<file path="src/rtl/acs_pkg.sv">
// Constants and types shared by the conversion sequencer
package acs_pkg;
  localparam int unsigned ADDR_W = 12;
  localparam int unsigned DATA_W = 32;
  // Register indexes; byte address is four times the index
  localparam logic [7:0] IDX_CTL0 = 8'h60;
  localparam logic [7:0] IDX_CTL1 = 8'h61;
  localparam logic [7:0] IDX_CTL2 = 8'h62;
  localparam logic [7:0] IDX_CTL3 = 8'h63;
  localparam logic [7:0] IDX_CTL4 = 8'h64;
  localparam logic [7:0] IDX_CTL5 = 8'h65;
  localparam logic [7:0] IDX_STAT1 = 8'h66;
  localparam logic [7:0] IDX_STAT2 = 8'h67;
  localparam logic [7:0] IDX_RES0 = 8'h70;
  localparam logic [7:0] IDX_RES7 = 8'h7E;
  // Field positions in power_and_irq_control
  localparam int unsigned POS_POWER_UP = 7;
  localparam int unsigned POS_FAST_CLEAR = 6;
  localparam int unsigned POS_WAIT_DISABLE = 5;
  localparam int unsigned POS_SEQ_IRQ_ENABLE = 1;
  localparam int unsigned POS_SEQ_IRQ_FLAG = 0;
  // Field positions in sequence_start_control
  localparam int unsigned POS_EIGHT_CONV = 6;
  localparam int unsigned POS_SCAN = 5;
  localparam int unsigned POS_MULTI = 4;
  // Field position in status register 1
  localparam int unsigned POS_SEQ_DONE = 7;
  // Reset values
  localparam logic [7:0] RST_CTL2 = 8'h00;
  localparam logic [1:0] RST_FREEZE = 2'h0;
  localparam logic [1:0] RST_SAMPLE = 2'h0;
  localparam logic [4:0] RST_PRESCALE = 5'h01;
  localparam logic [7:0] RST_CTL5 = 8'h00;
  // Freeze codes
  localparam logic [1:0] FRZ_FINISH = 2'h2;
  localparam logic [1:0] FRZ_NOW = 2'h3;
  // Conversion phase lengths in converter clocks
  localparam logic [5:0] CYC_INIT_SAMPLE = 6'h02;
  localparam logic [5:0] CYC_TRANSFER = 6'h04;
  localparam logic [5:0] CYC_FINAL_BASE = 6'h02;
  localparam logic [5:0] CYC_RESOLVE = 6'h0A;
  // AXI responses
  localparam logic [1:0] RESP_OKAY = 2'h0;
  localparam logic [1:0] RESP_SLVERR = 2'h2;
  typedef enum logic [1:0] {ACS_IDLE, ACS_CONV, ACS_HOLD} acs_state_t;
endpackage

</file>
<file path="src/rtl/acs_top.sv">
// Conversion sequencer with AXI4-Lite register slave
// Contract
// RULE_01: Sequence holds eight conversions if eight_conv_select set, else four.
// RULE_02: Single mode sets sequence_done_flag after last conversion, then halts.
// RULE_03: Scan mode sets sequence_done_flag after first sequence, restarts forever.
// RULE_04: scan_select one repeats sequences; zero runs one sequence.
// RULE_05: channel_done_flag sets on result load, clears on result read.
// RULE_06: Writing start register starts anew, clearing all done flags; a flag set by a conversion ending in that same cycle stays set.
// RULE_07: Writing any other control register aborts; idle until next start.
// RULE_08: power_up enables converter clock and analog power; zero disables.
// RULE_09: With fast_clear, writing a result register clears its flag.
// RULE_10: Without fast_clear, status read then result read clears flag.
// RULE_11: wait_disable stops converter while processor waits.
// RULE_12: seq_irq_enable gates interrupt request from seq_irq_flag.
// RULE_13: seq_irq_flag sets at sequence end, read-only; other bits writable. The code drops writes to bits 4 to 2, which read zero.
// RULE_14: freeze_sel: continue, reserved, finish then freeze, freeze immediately.
// RULE_15: Conversion: two sample, four transfer, final sample, ten resolve clocks.
// RULE_16: sample_sel gives final sample of 2, 4, 8 or 16 clocks.
// RULE_17: Converter clock is peripheral clock over prescale plus one, halved.
// RULE_18: prescale_sel resets to one, divisor four.
// RULE_19: Software keeps converter clock 500 kHz to 2 MHz, upper codes unused.
// RULE_20: multi_channel_select converts sequential channels; else one selected channel.
// RULE_21: Channel code: 0xxx inputs, 10xx reserved, 11xx references and test.
// RULE_22: Multichannel ignores low bits, converts group ascending into results.
// RULE_23: With fast_clear, first result read clears sequence_done_flag.
// RULE_24: Results are unsigned left-justified bytes, read-only.
// RULE_25: Single channel fills results in order from result zero.
`timescale 1ns/1ps
module acs_top
  import acs_pkg::*;
(
  input  wire logic                aclk,
  input  wire logic                aresetn,
  input  wire logic                s_axi_awvalid,
  output logic                     s_axi_awready,
  input  wire logic [ADDR_W-1:0]   s_axi_awaddr,
  input  wire logic                s_axi_wvalid,
  output logic                     s_axi_wready,
  input  wire logic [DATA_W-1:0]   s_axi_wdata,
  input  wire logic [3:0]          s_axi_wstrb,
  output logic                     s_axi_bvalid,
  input  wire logic                s_axi_bready,
  output logic [1:0]               s_axi_bresp,
  input  wire logic                s_axi_arvalid,
  output logic                     s_axi_arready,
  input  wire logic [ADDR_W-1:0]   s_axi_araddr,
  output logic                     s_axi_rvalid,
  input  wire logic                s_axi_rready,
  output logic [DATA_W-1:0]        s_axi_rdata,
  output logic [1:0]               s_axi_rresp,
  input  wire logic [7:0]          conv_result,
  input  wire logic                cpu_wait,
  input  wire logic                debug_active,
  output logic                     analog_power,
  output logic                     conv_clk,
  output logic [3:0]               conv_chan,
  output logic                     sample_phase,
  output logic                     resolve_phase,
  output logic                     seq_irq
);
  function automatic logic is_result(input logic [7:0] idx);
    return (idx >= IDX_RES0) && (idx <= IDX_RES7) && !idx[0];
  endfunction
  function automatic logic is_mapped(input logic [ADDR_W-1:0] a);
    logic [7:0] i;
    i = a[9:2];
    return (a[1:0] == 2'h0) && (a[ADDR_W-1:10] == '0)
      && (((i >= IDX_CTL0) && (i <= IDX_STAT2)) || is_result(i));
  endfunction

  logic             awready_reg, wready_reg, bvalid_reg, arready_reg, rvalid_reg;
  logic [1:0]       bresp_reg, rresp_reg;
  logic [31:0]      rdata_reg;
  logic             aw_got_reg, w_got_reg;
  logic [ADDR_W-1:0] awaddr_reg;
  logic [7:0]       wdata_reg;
  logic             wstrb0_reg;
  logic [7:0]       ctl2_reg, ctl5_reg;
  logic [1:0]       freeze_reg, sample_reg;
  logic [4:0]       prescale_reg;
  logic             seq_flag_reg, seq_done_reg, irq_reg;
  logic [7:0]       chan_done_reg, armed_reg;
  logic [7:0]       result_reg [0:7];
  acs_state_t       state_reg;
  logic [2:0]       idx_reg;
  logic [5:0]       cnt_reg;
  logic [4:0]       pre_cnt_reg;
  logic             half_reg;
  logic [3:0]       chan_reg;
  logic             smp_ph_reg, res_ph_reg;

  logic       wr_fire, rd_fire, wr_ok, start, abort;
  logic [7:0] widx, ridx;
  logic       clk_run, tick, done, last_conv, seq_end;
  logic [5:0] total;
  logic [2:0] last_idx;
  logic [7:0] rd_byte;
  logic [7:0] res_rd, res_wr;

  assign widx = awaddr_reg[9:2];
  assign ridx = s_axi_araddr[9:2];
  assign wr_fire = aw_got_reg && w_got_reg && !bvalid_reg;
  assign rd_fire = s_axi_arvalid && arready_reg;
  assign wr_ok = wr_fire && wstrb0_reg && is_mapped(awaddr_reg);
  assign start = wr_ok && (widx == IDX_CTL5);
  assign abort = wr_ok && (widx >= IDX_CTL0) && (widx <= IDX_CTL4);

  // Write channel: address and data taken in either order
  always_ff @(posedge aclk) begin
    if (!aresetn) begin
      awready_reg <= 1'b1;
      wready_reg  <= 1'b1;
      aw_got_reg  <= 1'b0;
      w_got_reg   <= 1'b0;
      bvalid_reg  <= 1'b0;
      bresp_reg   <= RESP_OKAY;
      awaddr_reg  <= '0;
      wdata_reg   <= 8'h00;
      wstrb0_reg  <= 1'b0;
    end else begin
      if (s_axi_awvalid && awready_reg) begin
        awready_reg <= 1'b0;
        aw_got_reg  <= 1'b1;
        awaddr_reg  <= s_axi_awaddr;
      end
      if (s_axi_wvalid && wready_reg) begin
        wready_reg <= 1'b0;
        w_got_reg  <= 1'b1;
        wdata_reg  <= s_axi_wdata[7:0];
        wstrb0_reg <= s_axi_wstrb[0];
      end
      if (wr_fire) begin
        aw_got_reg <= 1'b0;
        w_got_reg  <= 1'b0;
        bvalid_reg <= 1'b1;
        bresp_reg  <= is_mapped(awaddr_reg) ? RESP_OKAY : RESP_SLVERR;
      end else if (bvalid_reg && s_axi_bready) begin
        bvalid_reg  <= 1'b0;
        awready_reg <= 1'b1;
        wready_reg  <= 1'b1;
      end
    end
  end

  always_comb begin
    rd_byte = 8'h00;
    if (is_result(ridx)) begin
      // Result registers are plain stored bytes, never written by the bus
      rd_byte = result_reg[ridx[3:1]];
    end else begin
      case (ridx)
        IDX_CTL2:  rd_byte = {ctl2_reg[7:1], seq_flag_reg};
        IDX_CTL3:  rd_byte = {6'h00, freeze_reg};
        IDX_CTL4:  rd_byte = {1'b0, sample_reg, prescale_reg};
        IDX_CTL5:  rd_byte = {1'b0, ctl5_reg[6:0]};
        IDX_STAT1: rd_byte = {seq_done_reg, 4'h0, idx_reg};
        IDX_STAT2: rd_byte = chan_done_reg;
        default:   rd_byte = 8'h00;
      endcase
    end
  end

  // Read channel: one outstanding read, answer one cycle later
  always_ff @(posedge aclk) begin
    if (!aresetn) begin
      arready_reg <= 1'b1;
      rvalid_reg  <= 1'b0;
      rdata_reg   <= 32'h0000_0000;
      rresp_reg   <= RESP_OKAY;
    end else if (rd_fire) begin
      arready_reg <= 1'b0;
      rvalid_reg  <= 1'b1;
      rdata_reg   <= is_mapped(s_axi_araddr) ? {24'h000000, rd_byte} : 32'h0000_0000;
      rresp_reg   <= is_mapped(s_axi_araddr) ? RESP_OKAY : RESP_SLVERR;
    end else if (rvalid_reg && s_axi_rready) begin
      rvalid_reg  <= 1'b0;
      arready_reg <= 1'b1;
    end
  end

  // Control registers
  always_ff @(posedge aclk) begin
    if (!aresetn) begin
      ctl2_reg     <= RST_CTL2;
      freeze_reg   <= RST_FREEZE;
      sample_reg   <= RST_SAMPLE;
      // RULE_18: prescale reset value
      prescale_reg <= RST_PRESCALE;
      ctl5_reg     <= RST_CTL5;
    end else if (wr_ok) begin
      case (widx)
        // RULE_13: flag bit not writable
        IDX_CTL2: ctl2_reg <= {wdata_reg[7:5], 3'h0, wdata_reg[1], 1'b0};
        IDX_CTL3: freeze_reg <= wdata_reg[1:0];
        IDX_CTL4: begin
          sample_reg   <= wdata_reg[6:5];
          prescale_reg <= wdata_reg[4:0];
        end
        IDX_CTL5: ctl5_reg <= {1'b0, wdata_reg[6:0]};
        default: ;
      endcase
    end
  end

  // RULE_08: power gates clock; RULE_11: wait stop; RULE_14: freeze now
  assign clk_run = ctl2_reg[POS_POWER_UP]
    && !(ctl2_reg[POS_WAIT_DISABLE] && cpu_wait)
    && !(debug_active && (freeze_reg == FRZ_NOW));
  // RULE_17: divide by prescale plus one, then by two
  assign tick = clk_run && (pre_cnt_reg >= prescale_reg) && half_reg;
  always_ff @(posedge aclk) begin
    if (!aresetn) begin
      pre_cnt_reg <= 5'h00;
      half_reg    <= 1'b0;
    end else if (clk_run) begin
      if (pre_cnt_reg >= prescale_reg) begin
        pre_cnt_reg <= 5'h00;
        half_reg    <= !half_reg;
      end else begin
        pre_cnt_reg <= pre_cnt_reg + 5'h01;
      end
    end
  end

  // RULE_15: phase order; RULE_16: final sample doubles per code
  assign total = CYC_INIT_SAMPLE + CYC_TRANSFER + (CYC_FINAL_BASE << sample_reg)
    + CYC_RESOLVE;
  // RULE_01: four or eight conversions
  assign last_idx = ctl5_reg[POS_EIGHT_CONV] ? 3'h7 : 3'h3;
  assign last_conv = (idx_reg == last_idx);
  assign done = (state_reg == ACS_CONV) && tick && (cnt_reg == total - 6'h01);
  assign seq_end = done && last_conv;

  always_ff @(posedge aclk) begin
    if (!aresetn) begin
      state_reg <= ACS_IDLE;
      idx_reg   <= 3'h0;
      cnt_reg   <= 6'h00;
    end else if (start) begin
      // RULE_06: restart from first conversion
      state_reg <= ACS_CONV;
      idx_reg   <= 3'h0;
      cnt_reg   <= 6'h00;
    end else if (abort) begin
      // RULE_07: abort until next start
      state_reg <= ACS_IDLE;
      cnt_reg   <= 6'h00;
    end else begin
      case (state_reg)
        ACS_CONV: begin
          if (done) begin
            cnt_reg <= 6'h00;
            // RULE_25: results fill in order
            idx_reg <= last_conv ? 3'h0 : idx_reg + 3'h1;
            // RULE_02: single mode halts; RULE_03, RULE_04: scan repeats
            if (last_conv && !ctl5_reg[POS_SCAN]) begin
              state_reg <= ACS_IDLE;
            // RULE_14: finish then freeze
            end else if (debug_active && (freeze_reg == FRZ_FINISH)) begin
              state_reg <= ACS_HOLD;
            end
          end else if (tick) begin
            cnt_reg <= cnt_reg + 6'h01;
          end
        end
        ACS_HOLD: begin
          if (!(debug_active && (freeze_reg == FRZ_FINISH))) begin
            state_reg <= ACS_CONV;
          end
        end
        default: state_reg <= ACS_IDLE;
      endcase
    end
  end

  // RULE_24: unsigned left-justified byte stored as delivered
  always_ff @(posedge aclk) begin
    if (done) begin
      result_reg[idx_reg] <= conv_result;
    end
  end

  generate
    for (genvar g = 0; g < 8; g++) begin : g_flag
      assign res_rd[g] = rd_fire && is_mapped(s_axi_araddr) && (ridx == IDX_RES0 + 8'(2 * g));
      assign res_wr[g] = wr_ok && (widx == IDX_RES0 + 8'(2 * g));
    end
  endgenerate

  // RULE_05: set on load, set wins over clear
  // RULE_09: fast clear by result write
  // RULE_10: armed by status read, cleared by result read
  always_ff @(posedge aclk) begin
    if (!aresetn) begin
      chan_done_reg <= 8'h00;
      armed_reg     <= 8'h00;
    end else begin
      for (int i = 0; i < 8; i++) begin
        if (done && (idx_reg == 3'(i))) begin
          chan_done_reg[i] <= 1'b1;
        end else if (start || (res_rd[i] && (ctl2_reg[POS_FAST_CLEAR] || armed_reg[i]))
                     || (res_wr[i] && ctl2_reg[POS_FAST_CLEAR])) begin
          chan_done_reg[i] <= 1'b0;
        end
        if (start || res_rd[i]) begin
          armed_reg[i] <= 1'b0;
        end else if (rd_fire && (ridx == IDX_STAT1 || ridx == IDX_STAT2)) begin
          armed_reg[i] <= chan_done_reg[i];
        end
      end
    end
  end

  // RULE_02: sequence done flag; RULE_23: fast clear on result read
  // RULE_13: interrupt flag set at sequence end
  always_ff @(posedge aclk) begin
    if (!aresetn) begin
      seq_done_reg <= 1'b0;
      seq_flag_reg <= 1'b0;
    end else begin
      if (seq_end) begin
        seq_done_reg <= 1'b1;
      end else if (start || ((|res_rd) && ctl2_reg[POS_FAST_CLEAR])) begin
        seq_done_reg <= 1'b0;
      end
      if (seq_end) begin
        seq_flag_reg <= 1'b1;
      end else if (start) begin
        seq_flag_reg <= 1'b0;
      end
    end
  end

  // RULE_12: enable gates request
  always_ff @(posedge aclk) begin
    if (!aresetn) begin
      irq_reg <= 1'b0;
    end else begin
      irq_reg <= seq_flag_reg && ctl2_reg[POS_SEQ_IRQ_ENABLE];
    end
  end

  // RULE_20: sequential or fixed; RULE_21: four-bit code; RULE_22: group base
  always_ff @(posedge aclk) begin
    if (!aresetn) begin
      chan_reg   <= 4'h0;
      smp_ph_reg <= 1'b0;
      res_ph_reg <= 1'b0;
    end else begin
      if (!ctl5_reg[POS_MULTI]) begin
        chan_reg <= ctl5_reg[3:0];
      end else if (ctl5_reg[POS_EIGHT_CONV]) begin
        chan_reg <= {ctl5_reg[3], idx_reg};
      end else begin
        chan_reg <= {ctl5_reg[3:2], idx_reg[1:0]};
      end
      smp_ph_reg <= (state_reg == ACS_CONV) && (cnt_reg < total - CYC_RESOLVE);
      res_ph_reg <= (state_reg == ACS_CONV) && (cnt_reg >= total - CYC_RESOLVE);
    end
  end

  assign s_axi_awready = awready_reg;
  assign s_axi_wready  = wready_reg;
  assign s_axi_bvalid  = bvalid_reg;
  assign s_axi_bresp   = bresp_reg;
  assign s_axi_arready = arready_reg;
  assign s_axi_rvalid  = rvalid_reg;
  assign s_axi_rdata   = rdata_reg;
  assign s_axi_rresp   = rresp_reg;
  assign analog_power  = ctl2_reg[POS_POWER_UP];
  assign conv_clk      = half_reg;
  assign conv_chan     = chan_reg;
  assign sample_phase  = smp_ph_reg;
  assign resolve_phase = res_ph_reg;
  assign seq_irq       = irq_reg;
endmodule

</file>
<file path="config.mk">
export PLATFORM = sky130hd
export DESIGN_NAME = acs_top
export DESIGN_NICKNAME = d
export VERILOG_FILES = /design/src/rtl/acs_pkg.sv /design/src/rtl/acs_top.sv
export SDC_FILE = /design/constraint.sdc
export NUM_CORES = 1
export LEC_CHECK = 0
export BUFFER_PORTS_ARGS = -buffer_cell sky130_fd_sc_hd__buf_2
export CORE_MARGIN = 2
export CORE_UTILIZATION = 50
export CTS_BUF_LIST = sky130_fd_sc_hd__clkbuf_4 sky130_fd_sc_hd__clkbuf_8
export CTS_CLUSTER_SIZE = 14
export DETAILED_ROUTE_END_ITERATION = 10
export GPL_ROUTABILITY_DRIVEN = 0
export PLACE_DENSITY = 0.76
export SYNTH_ARGS = -nofsm -noshare
export SYNTH_HDL_FRONTEND = slang
export SYNTH_SLANG_ARGS = --single-unit
</file>
<file path="constraint.sdc">
create_clock -name aclk -period 5.25 [get_ports aclk]
set_input_delay 0.525 -clock aclk [delete_from_list [all_inputs] [get_ports aclk]]
set_output_delay 0.525 -clock aclk [all_outputs]
set_load 0.02 [all_outputs]
</file>
After elaboration in Yosys (flattened, before gate mapping):

Memories as Yosys holds them, arrays and structs flattened.
Index checks and enable logic that the tools add are counted.

* register bits after elaboration: 126
* latch bits: 0
* RAM bits: 64
* memory bits (read-only): 0
* input bits: 77
* output and inout port bits: 50
* memories kept: 1

* add/subtract/negate cells: 7
* multiply operators: 0
* divide/modulo/power cells: 0
* order comparisons: 12
* equal/unequal tests: 45
* shift operators: 1
* muxes and demuxes: 53
* bitwise gates (word level): 2
* reduce and logical (&&, ||, !) cells: 161

Memories
* result_reg: words 8, width 8, read ports 1, clocked after memory_dff 0, write ports 1, line acs_top.sv:83 `logic [7:0] result_reg [0:7];`

Operator list (count)
* $eq 8x7->1 const B: 26
* $logic_and 1x1->1: 79
* $pmux 8 s6: 1
* $le 8x7->1 const B: 5
* $logic_or 1x1->1: 36
* $mux 1: 36
* $ge 8x7->1 const B: 4
* $reduce_bool 2->1: 13
* $reduce_or 2->1: 10
* $mux 8: 2
* $eq 3x3->1 const B: 4
* $mux 2: 6
* $mux 3: 4
* $mux 6: 2
* $reduce_and 2->1: 6
* $reduce_and 3->1: 3
* $logic_not 2->1: 4
* $ne 4x4->1 const B: 2
* $reduce_or 8->1: 1
* $logic_not 1->1: 7
* $add 3x6->6 const A: 1
* $add 6x1->6 const B: 1
* $add 6x4->6 const B: 1
* $eq 2x2->1 const B: 3
* 21 further kinds: 24

Logic depth before layout (Yosys ltp):

Gate-level depths: netlist (run 1).

* depth after elaboration: 12
* mapped depth: 9
* mapped depth without buffers: 7

Worst setup path before layout (run 1):

No wires, ideal clock.

* path type: reg-to-reg
* start: register pre_cnt_reg[0]
* end: memory result_reg[2][0] (enable)
* library setup time: 0.395 ns
* arrival: 2.534 ns
* slack: 2.321 ns
* cell stages (with the launch flop): 9
* buffers on the path: 2
* clock period less this slack: 2.929 ns
* cells stage by stage: dfxtp_1 inv_1 ha_1 nor3b_1 o21a_1 or3_1 buf_6 clkbuf_1 nor4_1

* cells in the longest elaborated chain, start to end: 7

RTL lines
* from (decl): line acs_top.sv:87 `logic [4:0] pre_cnt_reg;`
* from (signal assigned): line acs_top.sv:220 `pre_cnt_reg <= pre_cnt_reg + 5'h01;`
* $ge 5x5->1: line acs_top.sv:210 `assign tick = clk_run && (pre_cnt_reg >= prescale_reg) && half_reg;`
* $logic_and 1x1->1 (2 in series): line acs_top.sv:210
* $logic_and 1x1->1 (2 in series): line acs_top.sv:231 `assign done = (state_reg == ACS_CONV) && tick && (cnt_reg == total - 6'h01);`
* $mux 1: line acs_top.sv:278 `if (done) begin`
* $mux 1 (not written as such): line acs_top.sv:279 `result_reg[idx_reg] <= conv_result;`
* to (decl): line acs_top.sv:83

No other way between the ends.

Worst setup path after layout (run 1):

* start: register prescale_reg[3]
* end: memory result_reg[1][0] (enable)

* cells in the longest elaborated chain, start to end: 7

RTL lines
* from (decl): line acs_top.sv:80 `logic [4:0] prescale_reg;`
* from (signal assigned): line acs_top.sv:197 `prescale_reg <= wdata_reg[4:0];`
* $ge 5x5->1: line acs_top.sv:210
* $logic_and 1x1->1 (2 in series): line acs_top.sv:210
* $logic_and 1x1->1 (2 in series): line acs_top.sv:231
* $mux 1: line acs_top.sv:278
* $mux 1 (not written as such): line acs_top.sv:279

No other way between the ends.

==> flow_summary_export.csv, run 1 <==
group,metric,value,unit
status,status,"completed",
drt,drcViolationCount,0,
sta,drv_slew,0,
placed_design,portBuffers,73,
critical_path,setup.worst_path.class,"flip-flop to flip-flop",
sta,period_minus_slack,2.95,ns
clock_network,insertion_delay,0.46,ns
power,comb_power_share,0.063,
floorplanning,row_count,45,
critical_path,arrival,3.03,ns
drt,routed_wl,17.8,mm
clock_network,cts_tree,"yes",
drt,dr_total_vias,5906,
clock_network,cts_root_buffer,"clkbuf_8",
layout,fillers,1304,
placed_design,dpl.hpwl,12.5,mm
yosys,yosys.area_share.adder,0.0274,
power,vdd_drop_max,0.000150,V
global_routing,grt_max_degree,39,
floorplanning,die_w,129,um
sta,max_clock_freq,339,MHz
floorplanning,die_area,16500,um2
yosys,synth_top_family_by_area,"simple AND/OR/NAND/NOR gates",
yosys,synth_edf_count,64,
yosys,synthMuxAreaShare,0.0871,
power,p_int,0.00198,W
drt,drt-pass1-iter-count,7,
power,p_seq_frac,0.530,
floorplanning,initial_core_util,0.510,
placed_design,dp.cells,988,
sta,whs,0.259,ns
clock_network,clkTransAtPathRegs,0.08,ns
layout,layout.nets,913,
yosys,seq_area_frac_synth,0.506,
critical_path,cp-start-kind,"flip-flop",
flow_run,drv_cap,0,
sta,final.setup_skew,0.0134,ns
yosys,ys.flop_type,"dfxtp_1",
sta,final-setup-viol-count,0,
sta,relSlewSlack,0.318,
yosys,synth_area,7760,um2
power,swShare,0.222,
floorplanning,fp.dieH,129,um
layout,antenna_cells,0,
yosys,async_flop_share,0,
sta,tns,0,ns
clock_network,cts_max_level,4,
sta,worstMarginPinSlew,1.01,ns
yosys,synth.avg_cell_area,10.2,um2
global_routing,grt_pass1_wl,28.7,mm
yosys,synth_top_cell_area_share,0.258,
power,p_clk_frac,0.407,
global_routing,grt_overflow_total,0,
sta,hold_viol,0,
critical_path,cp_max_fo,18,
clock_network,numCtsBuffers,17,
critical_path,endpoint_kind,"flip-flop",
floorplanning,ios,127,
critical_path,crit_required,5.33,ns
layout,multi_input_area,3450,um2
clock_network,clockBufferDepth,2,
global_routing,grt_usage,0.223,
yosys,yosysWarnings,0,
clock_network,cts-resized-gates,0,
sta,fin_crit_sh,0.562,
clock_network,hold_buffers,0,
drt,wl_per_cell,17.4,um
drt,drtAntennaViolNets,0,
global_routing,first_global_vias,5614,
yosys,yosysUniqueCellTypes,73,
hold_path,min_path_type,"input pin to flip-flop",
power,p_leak,3.36,nW
global_routing,antenna_found_initial,0,
layout,ff_latch_area,3920,um2
yosys,ys_seq_elements,164,
yosys,synth_area_leader_cell,"dfxtp_1",
yosys,synth_cells,760,
power,power_density,296,nW/um2
yosys,ys_top_cells_by_area,"dfxtp_1, edfxtp_1, mux2i_1",
floorplanning,core,15200,um2
layout,synthToLayoutAreaGrowth,10.9,%
yosys,synth-compound-area-share,0.128,
layout,layout-drive-gt1-share,0.163,
clock_network,cts_setup_buffers,0,
yosys,synth-simple-area-share,0.181,
layout,largest_reg_flops,64,
clock_network,clkSinkCount,164,
sta,rsz0062_at_grt,"false",
layout,fin_cells,1020,
drt,initialDrtViolationCount,447,
drt,drt-vias-per-instance,5.79,
power,p_sw,0.000567,W
yosys,synth_xor_area_frac,0.00790,
## placed cells by master (no fill, tap or decap), types with 4 or more instances in the layout
master	count
a21o_1	6
clkbuf_4	4
buf_4	10
a22oi_1	4
o31ai_1	4
o22ai_1	5
a21oi_1	46
nor2_1	60
o41ai_1	6
nor3_1	20
nor2b_1	8
nor4_1	15
a31o_1	6
mux2i_1	54
buf_2	73
a211oi_1	10
mux4_2	5
dfxtp_1	100
ha_1	17
bufinv_16	5
nand2b_1	8
inv_1	22
and3_1	11
conb_1	26
edfxtp_1	64
nand3_1	15
nand2_1	77
o21a_1	5
o21ai_0	20
and2_1	10
nand4_1	8
xor2_1	4
a31oi_1	4
a221oi_1	5
clkbuf_8	18
nand4b_1	7
## stage by stage
step	utilization	power (W)	cell area, um2	setup slack, ns
6_report	0.566	0.00255	8600	2.30
5_1_grt	0.566	0.00264	8600	2.11
4_1_cts	0.566	0.00256	8600	2.23
3_5_place_dp	0.536	0.00154	8140	2.26
3_3_place_gp	0.536	0.00154	8140	2.35
2_1_floorplan	-	0.00150	7850	2.32
## final timing paths
| kind | start | cells after the start | slack [ns] | to |
|---|---|---|---|---|
| setup / recovery | prescale_reg[3]$_SDFFE_PN0P_ | 6 | 2.30 | result_reg[1][0]$_DFFE_PP_ |
| hold / removal | s_axi_wvalid | 2 | 0.26 | s_axi_wready$_SDFF_PN1_ |
| setup reg to reg | prescale_reg[3]$_SDFFE_PN0P_ | 6 | 2.30 | result_reg[1][0]$_DFFE_PP_ |
| hold reg to reg | awaddr_reg[7]$_SDFFE_PN0P_ | 2 | 0.46 | awaddr_reg[7]$_SDFFE_PN0P_ |
## Yosys cell counts (4+ instances only)
cell,count
dfxtp_1,100
nand2_1,77
edfxtp_1,64
nor2_1,60
mux2i_1,54
a21oi_1,46
buf_4,27
clkbuf_1,23
inv_1,23
nor3_1,20
o21ai_0,20
ha_1,17
nor4_1,16
nand3_1,15
and3_1,11
a211oi_1,10
and2_1,10
buf_2,9
nand2b_1,8
nand4_1,8
nor2b_1,8
nand4b_1,7
a21o_1,6
a31o_1,6
buf_1,6
o41ai_1,6
a221oi_1,5
mux4_2,5
o21a_1,5
o22ai_1,5
a22oi_1,4
a31oi_1,4
o31ai_1,4
xor2_1,4
## power groups by stage
stage / clock [W] / sequential (W) / combinational, W
2_1_floorplan: 0 / 0.00138 / 0.000123
3_3_place_gp: 0 / 0.00138 / 0.000156
3_5_place_dp: 0 / 0.00138 / 0.000159
4_1_cts: 0.00105 / 0.00135 / 0.000160
5_1_grt: 0.00111 / 0.00135 / 0.000177
6_report: 0.00104 / 0.00135 / 0.000160
## per-layer routing
layer | up-vias | global-route usage | wire length, um
met2 | 220 | 0.348 | 8160
li1 | 2845 | - | -
met4 | 0 | 0.0838 | 313
met5 | - | 0 | 0
met3 | 27 | 0.0507 | 1260
met1 | 2814 | 0.306 | 8070
## layout make-up
| class | count | area share |
|---|---|---|
| timing repair buffer | 83 | 0.0512 |
| sequential | 164 | 0.456 |
| tap | 188 | 0.0273 |
| clock inverter | 10 | 0.0208 |
| multi-input combinational | 529 | 0.402 |
| inverter | 24 | 0.0105 |
| clock buffer | 22 | 0.0323 |
## worst max-delay path, stage by stage (launching register included)
cell,delay (ns)
dfxtp_1,0.37
inv_1,0.06
ha_1,0.27
o21a_1,0.12
o2111ai_1,0.21
or3_1,0.71
nor2_1,0.83
## logic make-up after synthesis
family | count (synthesis)
XOR/XNOR | 7
flip-flops | 164
buffers and inverters | 92
AND/OR/NAND/NOR | 269
AO/OA/AOI/OAI | 149
multiplexers | 61
other | 1
adder cells (fa/ha/maj) | 17
No activity file was read; power rests on OpenSTA's default activity.
==> inputs of run 2 (changes only) <==
--- a/config.mk
+++ b/config.mk
@@ -12,7 +12,7 @@
 export CTS_CLUSTER_SIZE = 14
 export DETAILED_ROUTE_END_ITERATION = 10
 export GPL_ROUTABILITY_DRIVEN = 0
-export PLACE_DENSITY = 0.76
+export PLACE_DENSITY = 0.79
 export SYNTH_ARGS = -nofsm -noshare
 export SYNTH_HDL_FRONTEND = slang
 export SYNTH_SLANG_ARGS = --single-unit
==> constraint.sdc (replaced) <==
create_clock -name aclk -period 2.5 [get_ports aclk]
set_input_delay 0.25 -clock aclk [delete_from_list [all_inputs] [get_ports aclk]]
set_output_delay 0.25 -clock aclk [all_outputs]
set_load 0.02 [all_outputs]
==> run 2 against run 1 <==
Flip-flop and latch count is the same; sequential share of layout area shrank 0.94 points; via count grew 0.36%; power grew 91%; global-route usage is essentially flat; combinational power grew 120%; highest routed layer unchanged; clock skew shrank 0.0054 ns; first-iteration DRC count grew 35%.
==> flow_summary_export.csv, run 2 (synthesis gave the netlist of run 1 again) <==
group,metric,value,unit
critical_path,setup.worst_path.class,"flip-flop to flip-flop",
floorplanning,core,15200,um2
critical_path,arrival,2.75,ns
placed_design,dp.cells,1002,
layout,largest_reg_flops,64,
layout,final_cell_area,8780,um2
layout,layout_commonest_cell,"dfxtp_1",
drt,drcViolationCount,0,
hold_path,min_path_type,"input pin to flip-flop",
power,p_seq_frac,0.584,
drt,drtAntennaViolNets,0,
power,comb_power_share,0.071,
sta,period_minus_slack,2.36,ns
global_routing,grt_max_degree,48,
layout,synthToLayoutAreaGrowth,13.2,%
clock_network,cts_root_buffer,"clkbuf_8",
critical_path,crit_required,2.89,ns
sta,tns,0,ns
power,p_int,0.00371,W
global_routing,grt_overflow_total,0,
power,p_clk_frac,0.345,
global_routing,first_global_vias,5601,
drt,wl_per_cell,17.1,um
clock_network,cts-resized-gates,0,
layout,layout-drive-gt1-share,0.183,
critical_path,cp-start-kind,"flip-flop",
floorplanning,fp.dieH,129,um
power,power.total,0.00486,W
drt,dr_total_vias,5927,
floorplanning,initial_core_util,0.510,
clock_network,clkTransAtPathRegs,0.08,ns
power,vdd_drop_max,0.000341,V
drt,drt-pass1-iter-count,8,
placed_design,portBuffers,73,
drt,initialDrtViolationCount,604,
sta,hold_viol,0,
clock_network,cts_tree,"yes",
placed_design,dpl.hpwl,12.5,mm
global_routing,antenna_found_initial,0,
critical_path,cp_max_fo,18,
drt,routed_wl,17.7,mm
global_routing,grt_pass1_wl,28.4,mm
layout,final_cell_mix,"dfxtp_1, nand2_1, buf_2, edfxtp_1, nor2_1",
power,p_sw,0.00115,W
layout,layout.nets,929,
critical_path,endpoint_kind,"flip-flop",
clock_network,clkSinkCount,164,
drt,drt-vias-per-instance,5.73,
sta,max_clock_freq,424,MHz
sta,drv_slew,0,
clock_network,insertion_delay,0.46,ns
flow_run,drv_cap,0,
power,p_leak,3.47,nW
clock_network,numCtsBuffers,17,
power,swShare,0.237,
layout,fin_cells,1035,
floorplanning,die_w,129,um
status,status,"completed",
sta,rsz0062_at_grt,"false",
floorplanning,die_area,16500,um2
sta,relSlewSlack,0.476,
floorplanning,row_count,45,
global_routing,grt_usage,0.223,
power,power_density,554,nW/um2
sta,final-setup-viol-count,0,
layout,antenna_cells,0,
sta,fin_crit_sh,0.942,
clock_network,cts_max_level,4,
placed_design,dpl_cell_area,8420,um2
floorplanning,ios,127,
sta,final.setup_skew,0.00805,ns
sta,worstMarginPinSlew,0.778,ns
clock_network,clockBufferDepth,2,
==> run 2: cell count changes in the layout (fill, tap and decap cells not counted), moves of 5 or more <==
cell	change
buf_4	+7
buf_12	+7
nor4_4	+6
nor4_1	-5
bufinv_16	-5
==> run 2: power by group through the flow <==
stage / combinational [W] / sequential [W] / clock (W)
after floorplan: 0.000258 / 0.00289 / 0
after global placement: 0.000336 / 0.00290 / 0
after detailed placement: 0.000342 / 0.00290 / 0
after CTS: 0.000345 / 0.00284 / 0.00170
after global routing: 0.000384 / 0.00284 / 0.00180
final: 0.000347 / 0.00284 / 0.00168
==> run 2: critical path: stages (launching register included) <==
cell and delay (ns):
dfxtp_1 0.36, inv_1 0.06, ha_1 0.28, o21a_1 0.12
o2111ai_1 0.19, or3_1 0.45, buf_12 0.19, or4_4 0.51
a21oi_2 0.13
==> run 2: repair_timing <==
action / CTS / global route
hold buffers: 2 / 0
endpoints found under the hold margin: 2 / 0
setup buffers: 0 / 0
==> run 2: layout make-up <==
class | count | area, um2
Clock buffer | 25 | 307
Multi-Input combinational cell | 529 | 3540
Inverter | 24 | 90.1
Sequential cell | 164 | 3920
Tap cell | 188 | 235
Fill cell | 1266 | 6420
Timing Repair Buffer | 99 | 653
Clock inverter | 6 | 32.5
==> run 2: per-layer routing <==
layer / GRT usage / vias up / wire, um
met5: 0 / - / 0
li1: - / 2886 / -
met1: 0.303 / 2814 / 7940
met4: 0.0754 / 0 / 302
met3: 0.0495 / 26 / 1060
met2: 0.355 / 201 / 8380
==> run 2: final timing paths <==
| check | startpoint | endpoint | slack [ns] | depth (start not counted) |
|---|---|---|---|---|
| setup / recovery | prescale_reg[4]$_SDFFE_PN0P_ | cnt_reg[5]$_SDFFE_PP0P_ | 0.14 | 8 |
| hold / removal | s_axi_awaddr[10] | awaddr_reg[10]$_SDFFE_PN0P_ | 0.02 | 3 |
| setup reg to reg | prescale_reg[4]$_SDFFE_PN0P_ | cnt_reg[5]$_SDFFE_PP0P_ | 0.14 | 8 |
| hold reg to reg | awaddr_reg[8]$_SDFFE_PN0P_ | awaddr_reg[8]$_SDFFE_PN0P_ | 0.46 | 2 |
==> run 2: metrics by stage <==
| step | worst slack [ns] | utilization | hold WS [ns] |
|---|---|---|---|
| floorplan | 0.0322 | - | 0.349 |
| detailed placement | 0.180 | 0.554 | 0.447 |
| global route | 0.0394 | 0.578 | 0.0106 |
| finish | 0.144 | 0.578 | 0.0159 |
| global placement | 0.202 | 0.554 | 0.443 |
| CTS | 0.149 | 0.578 | 0.00834 |
==> inputs of run 3 (changes only) <==
==> constraint.sdc (replaced) <==
create_clock -name aclk -period 2.1 [get_ports aclk]
set_input_delay 0.21 -clock aclk [delete_from_list [all_inputs] [get_ports aclk]]
set_output_delay 0.21 -clock aclk [all_outputs]
set_load 0.02 [all_outputs]
==> run 3 against run 2 <==
The run now ends with setup timing left; die area is the same; cell count increased by 7.1%; setup slack worse by 0.25 ns; critical path type unchanged; critical endpoint is now result_reg[2][7]$_DFFE_PP_; largest power group unchanged.
==> flow_summary_export.csv, run 3 (synthesis gave the netlist of run 1 again) <==
group,metric,value,unit
hold_path,min_path_type,"input pin to flip-flop",
drt,drcViolationCount,0,
critical_path,endpoint_kind,"flip-flop",
drt,drt-vias-per-instance,5.93,
power,power.total,0.00652,W
flow_run,drv_cap,0,
clock_network,numCtsBuffers,17,
clock_network,insertion_delay,0.47,ns
critical_path,setup.worst_path.class,"flip-flop to flip-flop",
sta,rsz0062_at_grt,"true",
critical_path,arrival,2.38,ns
power,vdd_drop_max,0.000361,V
clock_network,cts_tree,"yes",
sta,final.setup_skew,0.0161,ns
layout,synthToLayoutAreaGrowth,24.7,%
sta,hold_viol,0,
global_routing,first_global_vias,6184,
floorplanning,die_w,129,um
layout,fin_util,0.636,
sta,period_minus_slack,2.21,ns
power,p_int,0.00502,W
power,power_density,674,nW/um2
global_routing,grt_overflow_total,0,
power,comb_power_share,0.077,
clock_network,cts_root_buffer,"clkbuf_8",
sta,worstMarginPinSlew,0.551,ns
floorplanning,ios,127,
floorplanning,core,15200,um2
floorplanning,fp.dieH,129,um
clock_network,clockBufferDepth,2,
drt,routed_wl,21.1,mm
placed_design,dpl_cell_area,8740,um2
drt,drtAntennaViolNets,0,
clock_network,clkTransAtPathRegs,0.09,ns
power,p_leak,3.89,nW
sta,max_clock_freq,453,MHz
global_routing,grt_usage,0.256,
layout,layout_commonest_cell,"dfxtp_1",
power,p_clk_frac,0.405,
layout,largest_reg_flops,64,
sta,final-setup-viol-count,74,
power,p_sw,0.00150,W
global_routing,antenna_found_initial,0,
sta,relSlewSlack,0.632,
clock_network,clkSinkCount,164,
placed_design,dpl.hpwl,14.2,mm
layout,layout-drive-gt1-share,0.248,
sta,setup_slack,-0.106,ns
power,p_seq_frac,0.518,
global_routing,grt_pass1_wl,32.5,mm
power,swShare,0.230,
status,status,"finished, violations left",
drt,initialDrtViolationCount,677,
critical_path,cp-start-kind,"flip-flop",
drt,dr_total_vias,6567,
sta,whs,0.0167,ns
layout,layout.nets,1000,
layout,final_cell_area,9670,um2
drt,wl_per_cell,19.1,um
floorplanning,die_area,16500,um2
layout,final_cell_mix,"dfxtp_1, nand2_1, buf_2, edfxtp_1, nor2_1",
drt,drt-pass1-iter-count,6,
sta,drv_slew,0,
placed_design,portBuffers,73,
global_routing,grt_max_degree,48,
critical_path,cp_max_fo,8,
floorplanning,row_count,45,
sta,fin_crit_sh,1.05,
clock_network,cts_max_level,4,
status,violations,"setup timing",
placed_design,dp_slack,-0.152,ns
floorplanning,initial_core_util,0.510,
critical_path,crit_required,2.27,ns
## run 3: final timing paths
| path | startpoint | endpoint | slack (ns) | cells past startpoint |
|---|---|---|---|---|
| worst max-delay path | prescale_reg[3]$_SDFFE_PN0P_ | result_reg[2][7]$_DFFE_PP_ | -0.11 | 8 |
| worst min-delay path | s_axi_rready | s_axi_rvalid$_SDFFE_PN0P_ | 0.02 | 3 |
| worst max register to register | prescale_reg[3]$_SDFFE_PN0P_ | result_reg[2][7]$_DFFE_PP_ | -0.11 | 8 |
| worst min register to register | awaddr_reg[8]$_SDFFE_PN0P_ | awaddr_reg[8]$_SDFFE_PN0P_ | 0.46 | 2 |
## run 3: through the flow
step | TNS (ns) | std cells
3_5_place_dp | -7.52 | 1042
6_report | -4.42 | 1108
3_3_place_gp | -5.10 | 1042
2_1_floorplan | -6.82 | 785
5_1_grt | -9.12 | 1107
4_1_cts | -2.20 | 1100
## run 3: final cells by class
cell class | instances | area (um2)
fillers | 1121 | 5530
flip-flops and latches | 164 | 3930
multi-input cells | 529 | 3680
repair buffers | 170 | 1280
clock buffers | 23 | 279
well taps | 188 | 235
clock inverters | 9 | 179
inverters | 24 | 90.1
diodes | 1 | 2.50
## run 3: critical path: stages (launching register included)
cell	delay, ns
dfxtp_2	0.35
inv_2	0.05
ha_4	0.25
o21a_1	0.14
o2111ai_4	0.13
or3_4	0.46
clkbuf_16	0.19
nor4_4	0.15
buf_6	0.19
## run 3: routing by layer
layer | GRT usage | up-vias | routed length (um)
met3 | 0.0553 | 56 | 1650
li1 | - | 3023 | -
met5 | 0 | - | 0
met2 | 0.411 | 338 | 9970
met1 | 0.335 | 3150 | 8870
met4 | 0.116 | 0 | 646
## run 3: what timing repair did
action,4_1_cts,5_1_grt
pin swaps,1,15
endpoints found under the setup margin,68,92
resized for setup,12,25
hold buffers,24,0
setup buffers,2,6
gates cloned,0,2
hold endpoints to repair,23,0
## run 3: power groups by stage
stage	combinational, W	sequential, W	clock (W)
floorplan	0.000308	0.00345	0
global placement	0.000434	0.00344	0
CTS	0.000481	0.00337	0.00264
detailed placement	0.000443	0.00345	0
finish	0.000502	0.00337	0.00264
global route	0.000540	0.00338	0.00277
